### src/rtl/ams_regs.svh
`ifndef AMS_REGS_SVH
`define AMS_REGS_SVH

// ****************************************
// Register offsets
// ****************************************
`define AMS_ADDR_CTRLWORD   8'h00
`define AMS_ADDR_STATUSWORD 8'h04
`define AMS_ADDR_OPMODE     8'h08
`define AMS_ADDR_PROGCTL    8'h0c
`define AMS_ADDR_SCALE_NUM  8'h10
`define AMS_ADDR_SCALE_DEN  8'h14
`define AMS_ADDR_TARGET_VEL 8'h18
`define AMS_ADDR_DRIVE_STAT 8'h1c

// ****************************************
// Field positions and codes
// ****************************************
`define AMS_CW_OMS_BIT      4
`define AMS_SW_OMS_BIT      12
`define AMS_SW_TARGET_REACHED_BIT_BIT     10
`define AMS_SW_OPEN_BIT     2
`define AMS_PROG_RUN_BIT    0
`define AMS_CW_STATE_MSB    3
`define AMS_CW_ENABLE_OP    4'hf
`define AMS_OPMODE_AUTOSET  8'hfe

// ****************************************
// Reset values
// ****************************************
`define AMS_CTRLWORD_RST    16'h0000
`define AMS_OPMODE_RST      8'h00
`define AMS_PROGCTL_RST     8'h00
`define AMS_SCALE_NUM_RST   16'h0001
`define AMS_SCALE_DEN_RST   16'h0001
`define AMS_TARGET_VEL_RST  32'h0000_0000

// ****************************************
// Speeds and analog scaling
// ****************************************
`define AMS_RPM_TEST        16'h001e
`define AMS_RPM_MAX_HI      16'h03e8
`define AMS_RPM_MAX_LO      16'h0064
`define AMS_ADC_FULL        12'hfff
`define AMS_ADC_MID         12'h800
`define AMS_ADC_DEAD        12'h008
`define AMS_SETTLE_CYCLES   2'h3

`endif

### src/rtl/ams_pkg.sv
package ams_pkg;

	typedef enum logic [3:0] {
		AMS_MODE_NONE   = 4'b0001,
		AMS_MODE_CLKDIR = 4'b0010,
		AMS_MODE_TEST   = 4'b0100,
		AMS_MODE_ANALOG = 4'b1000
	} ams_mode_e;

	typedef enum logic [2:0] {
		AMS_AS_IDLE  = 3'b001,
		AMS_AS_RUN   = 3'b010,
		AMS_AS_STORE = 3'b100
	} ams_setup_e;

endpackage

### src/rtl/ams_spd_if.sv
`timescale 1ns/100ps
`default_nettype none

interface ams_spd_if;
	logic [11:0] code;
	logic        joystick;
	logic        dir_ccw;
	logic [15:0] max_rpm;
	logic [15:0] scale_num;
	logic [15:0] scale_den;
	logic [31:0] velocity;

	modport ctl  (output code, joystick, dir_ccw, max_rpm, scale_num, scale_den, input velocity);
	modport calc (input code, joystick, dir_ccw, max_rpm, scale_num, scale_den, output velocity);
endinterface

`default_nettype wire

### src/rtl/ams_top.sv
`timescale 1ns/100ps
`default_nettype none
`include "ams_regs.svh"

module ams_top
	import ams_pkg::*;
(
	input  wire logic        clock,
	input  wire logic        rst_n,
	input  wire logic [7:0]  addr,
	input  wire logic [31:0] wdata,
	input  wire logic        wr,
	input  wire logic        rd,
	output logic      [31:0] rdata,
	input  wire logic [3:0]  dip_switch,
	input  wire logic        switch_disable_key,
	input  wire logic        enable_in,
	input  wire logic        clock_in,
	input  wire logic        direction_in,
	input  wire logic [11:0] analog_code,
	input  wire logic        setup_done,
	input  wire logic        setup_ok,
	input  wire logic        setup_index_found,
	output logic             setup_run,
	output logic             param_commit,
	output logic             store_drive,
	output logic             store_tuning,
	output logic             limits_active,
	output logic             power_enabled,
	output logic             closed_loop,
	output logic             velocity_mode,
	output logic             step_pulse,
	output logic             step_dir
);

	// ****************************************
	// Pin synchronisers
	// ****************************************
	logic [7:0] pin_meta;
	logic [7:0] pin_sync;
	logic       clk_prev;

	// The switch, key, enable, clock and direction pins pass two flops before any logic reads them
	always_ff @(posedge clock or negedge rst_n) begin
		if (!rst_n) begin
			pin_meta <= 8'h00;
			pin_sync <= 8'h00;
		end else begin
			pin_meta <= {switch_disable_key, direction_in, clock_in, enable_in, dip_switch};
			pin_sync <= pin_meta;
		end
	end

	wire logic [3:0] sw_s   = pin_sync[3:0];
	wire logic       en_s   = pin_sync[4];
	wire logic       clk_s  = pin_sync[5];
	wire logic       dir_s  = pin_sync[6];
	wire logic       key_s  = pin_sync[7];

	// Previous clock pin level; idles low like the pin, so no edge after reset
	always_ff @(posedge clock or negedge rst_n) begin
		if (!rst_n) begin
			clk_prev <= 1'b0;
		end else begin
			clk_prev <= clk_s;
		end
	end

	// ****************************************
	// Switch capture at restart
	// ****************************************
	function automatic ams_mode_e decode_mode(input logic [3:0] sw, input logic key);
		if (key) begin
			decode_mode = AMS_MODE_NONE;
		end else if (sw[0]) begin
			decode_mode = AMS_MODE_ANALOG;
		end else if (sw[1]) begin
			decode_mode = AMS_MODE_TEST;
		end else begin
			decode_mode = AMS_MODE_CLKDIR;
		end
	endfunction

	logic [1:0] settle_cnt;
	logic       sw_taken;
	logic [3:0] sw_latched;
	ams_mode_e  mode;

	always_ff @(posedge clock or negedge rst_n) begin
		if (!rst_n) begin
			settle_cnt <= 2'h0;
			sw_taken   <= 1'b0;
			sw_latched <= 4'h0;
			mode       <= AMS_MODE_NONE;
		end else if (!sw_taken) begin
			// Wait out the synchroniser so real pin levels are latched
			if (settle_cnt == `AMS_SETTLE_CYCLES) begin
				sw_taken   <= 1'b1;
				// A set disable key leaves every switch reading off
				sw_latched <= key_s ? 4'h0 : sw_s;
				mode       <= decode_mode(sw_s, key_s);
			end else begin
				settle_cnt <= settle_cnt + 2'h1;
			end
		end
	end

	// Any special drive mode takes the power state away from the controlword
	wire logic special = (mode != AMS_MODE_NONE);

	// ****************************************
	// Register file
	// ****************************************
	logic [15:0] ctrlword;
	logic [7:0]  opmode;
	logic [7:0]  progctl;
	logic [15:0] scale_num;
	logic [15:0] scale_den;
	logic [31:0] target_vel;
	logic        oms_prev;
	logic        setup_ended;
	logic        index_found;

	always_ff @(posedge clock or negedge rst_n) begin
		if (!rst_n) begin
			ctrlword  <= `AMS_CTRLWORD_RST;
			opmode    <= `AMS_OPMODE_RST;
			progctl   <= `AMS_PROGCTL_RST;
			scale_num <= `AMS_SCALE_NUM_RST;
			scale_den <= `AMS_SCALE_DEN_RST;
		end else if (wr) begin
			unique case (addr)
				`AMS_ADDR_CTRLWORD:  ctrlword  <= wdata[15:0];
				`AMS_ADDR_OPMODE:    opmode    <= wdata[7:0];
				`AMS_ADDR_PROGCTL:   progctl   <= wdata[7:0];
				`AMS_ADDR_SCALE_NUM: scale_num <= wdata[15:0];
				`AMS_ADDR_SCALE_DEN: scale_den <= wdata[15:0];
				// Statusword and unmapped offsets ignore writes
				default: ;
			endcase
		end
	end

	logic [15:0] statusword;

	always_comb begin
		statusword                   = 16'h0000;
		statusword[`AMS_SW_OMS_BIT]  = setup_ended;
		statusword[`AMS_SW_TARGET_REACHED_BIT_BIT] = index_found;
		statusword[`AMS_SW_OPEN_BIT] = power_enabled;
	end

	always_ff @(posedge clock or negedge rst_n) begin
		if (!rst_n) begin
			rdata <= 32'h0000_0000;
		end else if (rd) begin
			unique case (addr)
				`AMS_ADDR_CTRLWORD:   rdata <= {16'h0000, ctrlword};
				`AMS_ADDR_STATUSWORD: rdata <= {16'h0000, statusword};
				`AMS_ADDR_OPMODE:     rdata <= {24'h000000, opmode};
				`AMS_ADDR_PROGCTL:    rdata <= {24'h000000, progctl};
				`AMS_ADDR_SCALE_NUM:  rdata <= {16'h0000, scale_num};
				`AMS_ADDR_SCALE_DEN:  rdata <= {16'h0000, scale_den};
				`AMS_ADDR_TARGET_VEL: rdata <= target_vel;
				`AMS_ADDR_DRIVE_STAT: rdata <= {20'h00000, sw_latched, mode, 3'b000, sw_taken};
				default:              rdata <= 32'h0000_0000;
			endcase
		end else begin
			rdata <= 32'h0000_0000;
		end
	end

	// ****************************************
	// Power state
	// ****************************************
	always_ff @(posedge clock or negedge rst_n) begin
		if (!rst_n) begin
			power_enabled <= 1'b0;
		end else if (special) begin
			power_enabled <= en_s;
		end else begin
			// Simplified state machine: operation enabled when low nibble is all ones
			power_enabled <= (ctrlword[`AMS_CW_STATE_MSB:0] == `AMS_CW_ENABLE_OP);
		end
	end

	always_ff @(posedge clock or negedge rst_n) begin
		if (!rst_n) begin
			closed_loop   <= 1'b0;
			velocity_mode <= 1'b0;
			limits_active <= 1'b0;
		end else begin
			// Closed loop follows switch 4 as latched at restart
			closed_loop   <= sw_latched[3];
			velocity_mode <= (mode == AMS_MODE_ANALOG) || (mode == AMS_MODE_TEST);
			// Range limits are never switched off, auto setup included
			limits_active <= 1'b1;
		end
	end

	// ****************************************
	// Auto setup sequence
	// ****************************************
	ams_setup_e as_state;
	wire logic  oms_rise = ctrlword[`AMS_CW_OMS_BIT] && !oms_prev;
	wire logic  prog_stopped = !progctl[`AMS_PROG_RUN_BIT];
	wire logic  setup_armed  = (opmode == `AMS_OPMODE_AUTOSET) && power_enabled;
	// Only a fresh rising start bit begins a run; refused in special modes
	wire logic  as_start     = (as_state == AMS_AS_IDLE) && !special && oms_rise
		&& setup_armed && prog_stopped;

	always_ff @(posedge clock or negedge rst_n) begin
		if (!rst_n) begin
			oms_prev <= 1'b0;
		end else begin
			oms_prev <= ctrlword[`AMS_CW_OMS_BIT];
		end
	end

	always_ff @(posedge clock or negedge rst_n) begin
		if (!rst_n) begin
			as_state     <= AMS_AS_IDLE;
			setup_run    <= 1'b0;
			param_commit <= 1'b0;
			store_drive  <= 1'b0;
			store_tuning <= 1'b0;
		end else begin
			param_commit <= 1'b0;
			store_drive  <= 1'b0;
			store_tuning <= 1'b0;
			unique case (as_state)
				AMS_AS_IDLE: begin
					if (as_start) begin
						as_state  <= AMS_AS_RUN;
						setup_run <= 1'b1;
					end
				end
				AMS_AS_RUN: begin
					if (setup_done) begin
						setup_run <= 1'b0;
						as_state  <= setup_ok ? AMS_AS_STORE : AMS_AS_IDLE;
					end else if (!power_enabled) begin
						// Losing operation enabled aborts without reporting an end
						setup_run <= 1'b0;
						as_state  <= AMS_AS_IDLE;
					end
				end
				AMS_AS_STORE: begin
					param_commit <= 1'b1;
					store_drive  <= 1'b1;
					store_tuning <= 1'b1;
					as_state     <= AMS_AS_IDLE;
				end
			endcase
		end
	end

	always_ff @(posedge clock or negedge rst_n) begin
		if (!rst_n) begin
			setup_ended <= 1'b0;
			index_found <= 1'b0;
		end else if ((as_state == AMS_AS_RUN) && setup_done) begin
			setup_ended <= 1'b1;
			index_found <= setup_index_found;
		end else if (as_start) begin
			// A new run forgets the result of the last one
			setup_ended <= 1'b0;
			index_found <= 1'b0;
		end
	end

	// ****************************************
	// Special drive modes
	// ****************************************
	ams_spd_if spd ();

	assign spd.code      = analog_code;
	assign spd.joystick  = sw_latched[1];
	assign spd.dir_ccw   = dir_s;
	assign spd.max_rpm   = sw_latched[2] ? `AMS_RPM_MAX_LO : `AMS_RPM_MAX_HI;
	assign spd.scale_num = scale_num;
	assign spd.scale_den = scale_den;

	ams_speed_calc u_speed (
		.clock (clock),
		.rst_n (rst_n),
		.spd   (spd.calc)
	);

	always_ff @(posedge clock or negedge rst_n) begin
		if (!rst_n) begin
			target_vel <= `AMS_TARGET_VEL_RST;
		end else if (mode == AMS_MODE_ANALOG) begin
			// Speed is zero while the enable input is low
			target_vel <= power_enabled ? spd.velocity : 32'h0000_0000;
		end else if (mode == AMS_MODE_TEST) begin
			if (!power_enabled) begin
				target_vel <= 32'h0000_0000;
			end else if (sw_latched[2]) begin
				target_vel <= 32'h0000_0000 - {16'h0000, `AMS_RPM_TEST};
			end else begin
				target_vel <= {16'h0000, `AMS_RPM_TEST};
			end
		end else if (wr && (addr == `AMS_ADDR_TARGET_VEL)) begin
			// Host speed only counts outside analog and test run
			target_vel <= wdata;
		end
	end

	always_ff @(posedge clock or negedge rst_n) begin
		if (!rst_n) begin
			step_pulse <= 1'b0;
			step_dir   <= 1'b0;
		end else begin
			// One step per rising edge of the clock pin in clock/direction mode while enabled
			step_pulse <= (mode == AMS_MODE_CLKDIR) && power_enabled && clk_s && !clk_prev;
			step_dir   <= dir_s;
		end
	end

endmodule // ams_top

`default_nettype wire

### src/rtl/ams_speed_calc.sv
`timescale 1ns/100ps
`default_nettype none
`include "ams_regs.svh"

module ams_speed_calc
	import ams_pkg::*;
(
	input  wire logic clock,
	input  wire logic rst_n,
	ams_spd_if.calc   spd
);

	logic [11:0] excess;
	logic [11:0] span;
	logic        neg;
	logic [31:0] scaled;
	logic [15:0] max_eff;
	logic [27:0] prod;
	logic [15:0] mag;

	// ****************************************
	// Dead zone, direction and linear scaling
	// ****************************************
	always_comb begin
		excess = 12'h000;
		neg    = 1'b0;
		span   = `AMS_ADC_FULL - `AMS_ADC_DEAD;
		if (spd.joystick) begin
			span = `AMS_ADC_MID - `AMS_ADC_DEAD;
			if (spd.code > `AMS_ADC_MID + `AMS_ADC_DEAD) begin
				excess = spd.code - `AMS_ADC_MID - `AMS_ADC_DEAD;
			end else if (spd.code < `AMS_ADC_MID - `AMS_ADC_DEAD) begin
				excess = `AMS_ADC_MID - `AMS_ADC_DEAD - spd.code;
				neg    = 1'b1;
			end
		end else begin
			if (spd.code > `AMS_ADC_DEAD) begin
				excess = spd.code - `AMS_ADC_DEAD;
			end
			neg = spd.dir_ccw;
		end
		// Scaling factor replaces the switch maximum by max * num / den; a zero den keeps the switch maximum
		if (spd.scale_den == 16'h0000) begin
			scaled = {16'h0000, spd.max_rpm};
		end else begin
			scaled = ({16'h0000, spd.max_rpm} * {16'h0000, spd.scale_num})
				/ {16'h0000, spd.scale_den};
		end
		max_eff = (scaled > 32'h0000_ffff) ? 16'hffff : scaled[15:0];
		prod    = {16'h0000, excess} * {12'h000, max_eff};
		mag     = 16'(prod / {16'h0000, span});
	end

	always_ff @(posedge clock or negedge rst_n) begin
		if (!rst_n) begin
			spd.velocity <= 32'h0000_0000;
		end else if (neg) begin
			spd.velocity <= 32'h0000_0000 - {16'h0000, mag};
		end else begin
			spd.velocity <= {16'h0000, mag};
		end
	end

endmodule // ams_speed_calc

`default_nettype wire

### config.mk
export PLATFORM = sky130hd
export DESIGN_NAME = ams_top
export DESIGN_NICKNAME = d
export VERILOG_FILES = /design/src/rtl/ams_pkg.sv /design/src/rtl/ams_spd_if.sv /design/src/rtl/ams_top.sv /design/src/rtl/ams_speed_calc.sv
export VERILOG_INCLUDE_DIRS = /design/src /design/src/rtl
export SDC_FILE = /design/constraint.sdc
export NUM_CORES = 2
export LEC_CHECK = 0
export CAP_MARGIN = 20
export CELL_PAD_IN_SITES_DETAIL_PLACEMENT = 2
export CELL_PAD_IN_SITES_GLOBAL_PLACEMENT = 2
export CORE_MARGIN = 2
export CORE_UTILIZATION = 25
export CTS_CLUSTER_DIAMETER = 200
export CTS_CLUSTER_SIZE = 24
export DETAILED_ROUTE_END_ITERATION = 10
export DONT_BUFFER_PORTS = 1
export PLACE_DENSITY = 0.65
export SKIP_CTS_REPAIR_TIMING = 1
export SYNTH_ARGS = -nofsm -noshare
export SYNTH_HDL_FRONTEND = slang
export SYNTH_SLANG_ARGS = --single-unit
### constraint.sdc
create_clock -name clock -period 134.9 [get_ports clock]
set_clock_uncertainty 0.15 [all_clocks]
set_input_delay 33.725 -clock clock [delete_from_list [all_inputs] [get_ports clock]]
set_output_delay 33.725 -clock clock [all_outputs]
set_load 0.005 [all_outputs]
==> impl_table.tex <==
\begin{tabular}{lr}
\hline
Metric & Value \\
\hline
\multicolumn{2}{l}{\textbf{Run status}} \\
\quad Status & finished, final reports clean \\
\multicolumn{2}{l}{\textbf{Global route}} \\
\quad Vias in the first global route & between 50k and 60k \\
\quad First-pass GRT wire length & roughly 360000 µm \\
\quad Total global routing track utilization & 0.209 \\
\quad Maximum number of pins on one net before global-route repair & 187 \\
\quad Number of antenna violations at the first check in global routing & 12 \\
\quad Global-route congestion overflow total & 0 \\
\multicolumn{2}{l}{\textbf{Synth}} \\
\quad Synthesized area & 52400 µm² \\
\quad Mean instance size in the synthesized netlist & between 7 and 8 µm² \\
\quad Synthesized flop and latch total & roughly 190 \\
\quad Count of unique library cells instantiated by Yosys & 144 \\
\quad Main flop type after synthesis & sky130\_fd\_sc\_hd\_\_dfrtp\_1 \\
\quad Top cell type by total area after synthesis & sky130\_fd\_sc\_hd\_\_ha\_1 \\
\quad Library cell with the highest instance count after synthesis & sky130\_fd\_sc\_hd\_\_nand2\_1 \\
\quad Area contributors post-synth & sky130\_fd\_sc\_hd\_\_ha\_1, sky130\_fd\_sc\_hd\_\_dfrtp\_1, sky130\_fd\_sc\_hd\_\_fa\_1, sky130\_fd\_sc\_hd\_\_nand2\_1, sky130\_fd\_sc\_hd\_\_nor2\_1 \\
\quad Sequential area share after synthesis & 0.0889 \\
\quad Leading cell types by count after synthesis & sky130\_fd\_sc\_hd\_\_nand2\_1, sky130\_fd\_sc\_hd\_\_nor2\_1, sky130\_fd\_sc\_hd\_\_ha\_1 \\
\quad Instance count of the mapped netlist & 6909 \\
\quad Count of flip-flops with a built-in enable after synthesis & 0 \\
\quad Synth warn & 0 \\
\quad Async set or reset register ratio after synthesis & 1.00 \\
\quad Fraction of post-synthesis cell area in the top cell type by area & 0.150 \\
\multicolumn{2}{l}{\textbf{Timing}} \\
\quad Tightest slew margin relative to the limit & 0.220 \\
\quad Pins over their slew limit & 0 \\
\quad Number of hold-slack violations in the final timing report & 0 \\
\quad Min cycle time layout & $\sim$130000 ps \\
\quad Worst Max-Slew Pin Slew & between 1000 and 1500 ps \\
\quad Minimum hold slack & $\sim$200 ps \\
\quad Ratio of final minimum period to clock period & 0.941 \\
\quad Maximum clock frequency & between 7 and 8 MHz \\
\quad Final Setup Violations & 0 \\
\quad Setup slack of the critical path after layout & 7930 ps \\
\multicolumn{2}{l}{\textbf{Setup path}} \\
\quad CP Capture Type & flop \\
\quad Reg-to-reg slack, setup & 7930 ps \\
\quad Slowest cell delay on critical path & $\sim$660 ps \\
\quad Most prevalent standard cell on the critical path & sky130\_fd\_sc\_hd\_\_o21a\_1 \\
\quad CP Max Fanout & 15 \\
\quad Cells on worst reg2reg path & between 600 and 700 \\
\quad Worst endpoint data arrival time & $\sim$130000 ps \\
\quad CP startpoint kind & flop \\
\quad Data required time of the critical path & 135110 ps \\
\quad Standard cell with the maximum stage delay on the critical path & sky130\_fd\_sc\_hd\_\_dfstp\_4 \\
\quad Endpoint of the worst-slack reg-to-reg timing path & u\_speed.spd.velocity[14] \\
\quad Class of the most critical setup path & flop to flop \\
\quad Reg2Reg Launch Point & scale\_den[0] \\
\multicolumn{2}{l}{\textbf{Routing}} \\
\quad Remaining routing DRC violations & 0 \\
\quad DR pass1 iterations & 7 \\
\quad Count of routing violations after the opening detailed-route iteration & $\sim$3.0k \\
\quad Wire per inst & $\sim$23 µm \\
\quad Mean number of vias per cell & between 5 and 6 \\
\quad Detailed-route wire length & 232000 µm \\
\quad Remaining number of nets flagged by the antenna check after routing & 0 \\
\quad Vias & about 55k \\
\multicolumn{2}{l}{\textbf{CTS}} \\
\quad Number of H-tree branching levels & 4 \\
\quad Number of buffers added by the clock tree synthesis step & 17 \\
\quad Clock Latency Late Sink & about 460 ps \\
\quad Maximum root-to-sink buffer count & 2 \\
\quad Clock net sink count & 186 \\
\quad Clock tree from TritonCTS & built \\
\quad Clock Root Buffer & sky130\_fd\_sc\_hd\_\_clkbuf\_16 \\
\quad CTS clk-pin slew, worst paths & 90 ps \\
\multicolumn{2}{l}{\textbf{Place}} \\
\quad Gpl congestion & 0.917 \\
\quad Total of buffers placed on input and output ports & 0 \\
\quad Cell area after placement & roughly 57000 µm² \\
\quad Post-placement worst setup slack & -4450 ps \\
\quad Detailed placer's ending HPWL & about 190000 µm \\
\multicolumn{2}{l}{\textbf{Die}} \\
\quad Overall die area & approximately 210000 µm² \\
\quad Std cell rows & 168 \\
\quad Die outline height & 462 µm \\
\quad Placeable core region & approximately 210000 µm² \\
\quad Die width & between 400 and 500 µm \\
\quad Initial Utilization & 0.251 \\
\quad Boundary pin count & between 100 and 150 \\
\multicolumn{2}{l}{\textbf{Hold path}} \\
\quad Sink of the worst hold path & pin\_sync[0] \\
\quad Worst hold path stage count & 0 \\
\quad Hold Crit Start & pin\_meta[0] \\
\quad Worst min-delay path category & flop to flop \\
\multicolumn{2}{l}{\textbf{Cells and area}} \\
\quad Post-synthesis to final-layout area growth & 13.8\% \\
\quad Final standard cell utilization of the core & 0.285 \\
\quad Filler cells & 24.5k \\
\quad Fraction of final layout cells with drive strength greater than 1 & 0.133 \\
\quad Area of all placed cells without fillers & slightly below 60000 µm² \\
\quad Nets & roughly 8.0k \\
\multicolumn{2}{l}{\textbf{Run}} \\
\quad Count of maximum capacitance violations & 0 \\
\hline
\end{tabular}
==> final cells by class <==
| class | instances | area [µm²] | area share |
|---|---|---|---|
| multi-input combinational | 6109 | 46600 | 0.781 |
| clock inverter | 15 | 210 | 0.00353 |
| clock buffer | 17 | 425 | 0.00714 |
| inverter | 432 | 1620 | 0.0272 |
| sequential | 186 | 4670 | 0.0783 |
| timing repair buffer | 334 | 2580 | 0.0432 |
| antenna | 10 | 25.0 | 0.000420 |
| tap | 2805 | 3510 | 0.0589 |
==> critical path: cells and delay by family, from the launching register on <==
kind	cells	cell delay, ps
flip-flops	1	660
XOR/XNOR	5	950
adder cells (fa/ha/maj)	57	18230
AO/OA/AOI/OAI	345	67010
AND/OR/NAND/NOR	173	30520
multiplexers	12	3980
buffers and inverters	37	5090
==> worst max-delay path by stage <==
stage,startpoint,endpoint,slack (ps),cells past startpoint
2_1_floorplan,scale_den[0],u_speed.spd.velocity[8],3750,655
3_3_place_gp,scale_den[15],u_speed.spd.velocity[14],1090,622
3_5_place_dp,scale_den[15],u_speed.spd.velocity[14],-4450,621
4_1_cts,scale_den[15],u_speed.spd.velocity[14],-5150,628
5_1_grt,scale_den[0],u_speed.spd.velocity[14],-810,638
6_report,scale_den[0],u_speed.spd.velocity[14],7930,629
==> cell families (layout without fill, tap and decap cells) <==
group                    after synthesis  after routing  share of synthesized area
AO/OA/AOI/OAI                       2076           2076                      0.280
flip-flops                           186            186                     0.0889
adder cells (fa/ha/maj)              836            836                      0.229
AND/OR/NAND/NOR                     2553           2554                      0.241
XOR/XNOR                             389            389                     0.0653
other                                  2             31                   0.000143
multiplexers                         233            233                     0.0488
buffers and inverters                634            798                     0.0471
==> flip-flops by register name, indices dropped and copies added, names as in the netlist, 2 cells and up <==
register              cells
as_state                  3
scale_den                16
sw_latched                4
target_vel               32
pin_sync                  8
settle_cnt                2
pin_meta                  8
mode                      3
opmode                    8
ctrlword                 16
rdata                    32
scale_num                16
u_speed.spd.velocity     17
progctl                   8
==> per-stage QoR <==
| stage | cells | setup TNS (ps) |
|---|---|---|
| 2_1_floorplan | 6928 | 0 |
| 3_3_place_gp | 9777 | 0 |
| 3_5_place_dp | 9778 | -68770 |
| 4_1_cts | 9810 | -80630 |
| 5_1_grt | 9898 | -8990 |
| 6_report | 9908 | 0 |
==> layout by cell type (no fill, tap or decap), types with 118 or more instances in the layout <==
master and instances:
sky130_fd_sc_hd__dfrtp_1 180, sky130_fd_sc_hd__mux2_2 162, sky130_fd_sc_hd__ha_1 627, sky130_fd_sc_hd__nand2_1 658
sky130_fd_sc_hd__nor3_1 311, sky130_fd_sc_hd__nor2_1 633, sky130_fd_sc_hd__o21a_1 246, sky130_fd_sc_hd__fa_1 203
sky130_fd_sc_hd__nand3_1 144, sky130_fd_sc_hd__buf_4 323, sky130_fd_sc_hd__a21oi_1 378, sky130_fd_sc_hd__o21ai_0 260
sky130_fd_sc_hd__inv_1 428, sky130_fd_sc_hd__o31ai_1 139, sky130_fd_sc_hd__a21o_1 118, sky130_fd_sc_hd__xnor2_1 259
sky130_fd_sc_hd__xor2_1 127
==> metal layers <==
metal	up-vias	GRT usage	routed length, µm
met5	-	0	15
met4	4	0.0473	5650
met3	255	0.0128	7040
met2	843	0.363	111000
met1	28330	0.283	108000
li1	25902	-	-
Power is not shown: default switching activity piles up to over one toggle a cycle in this logic, so the estimate is an artifact.
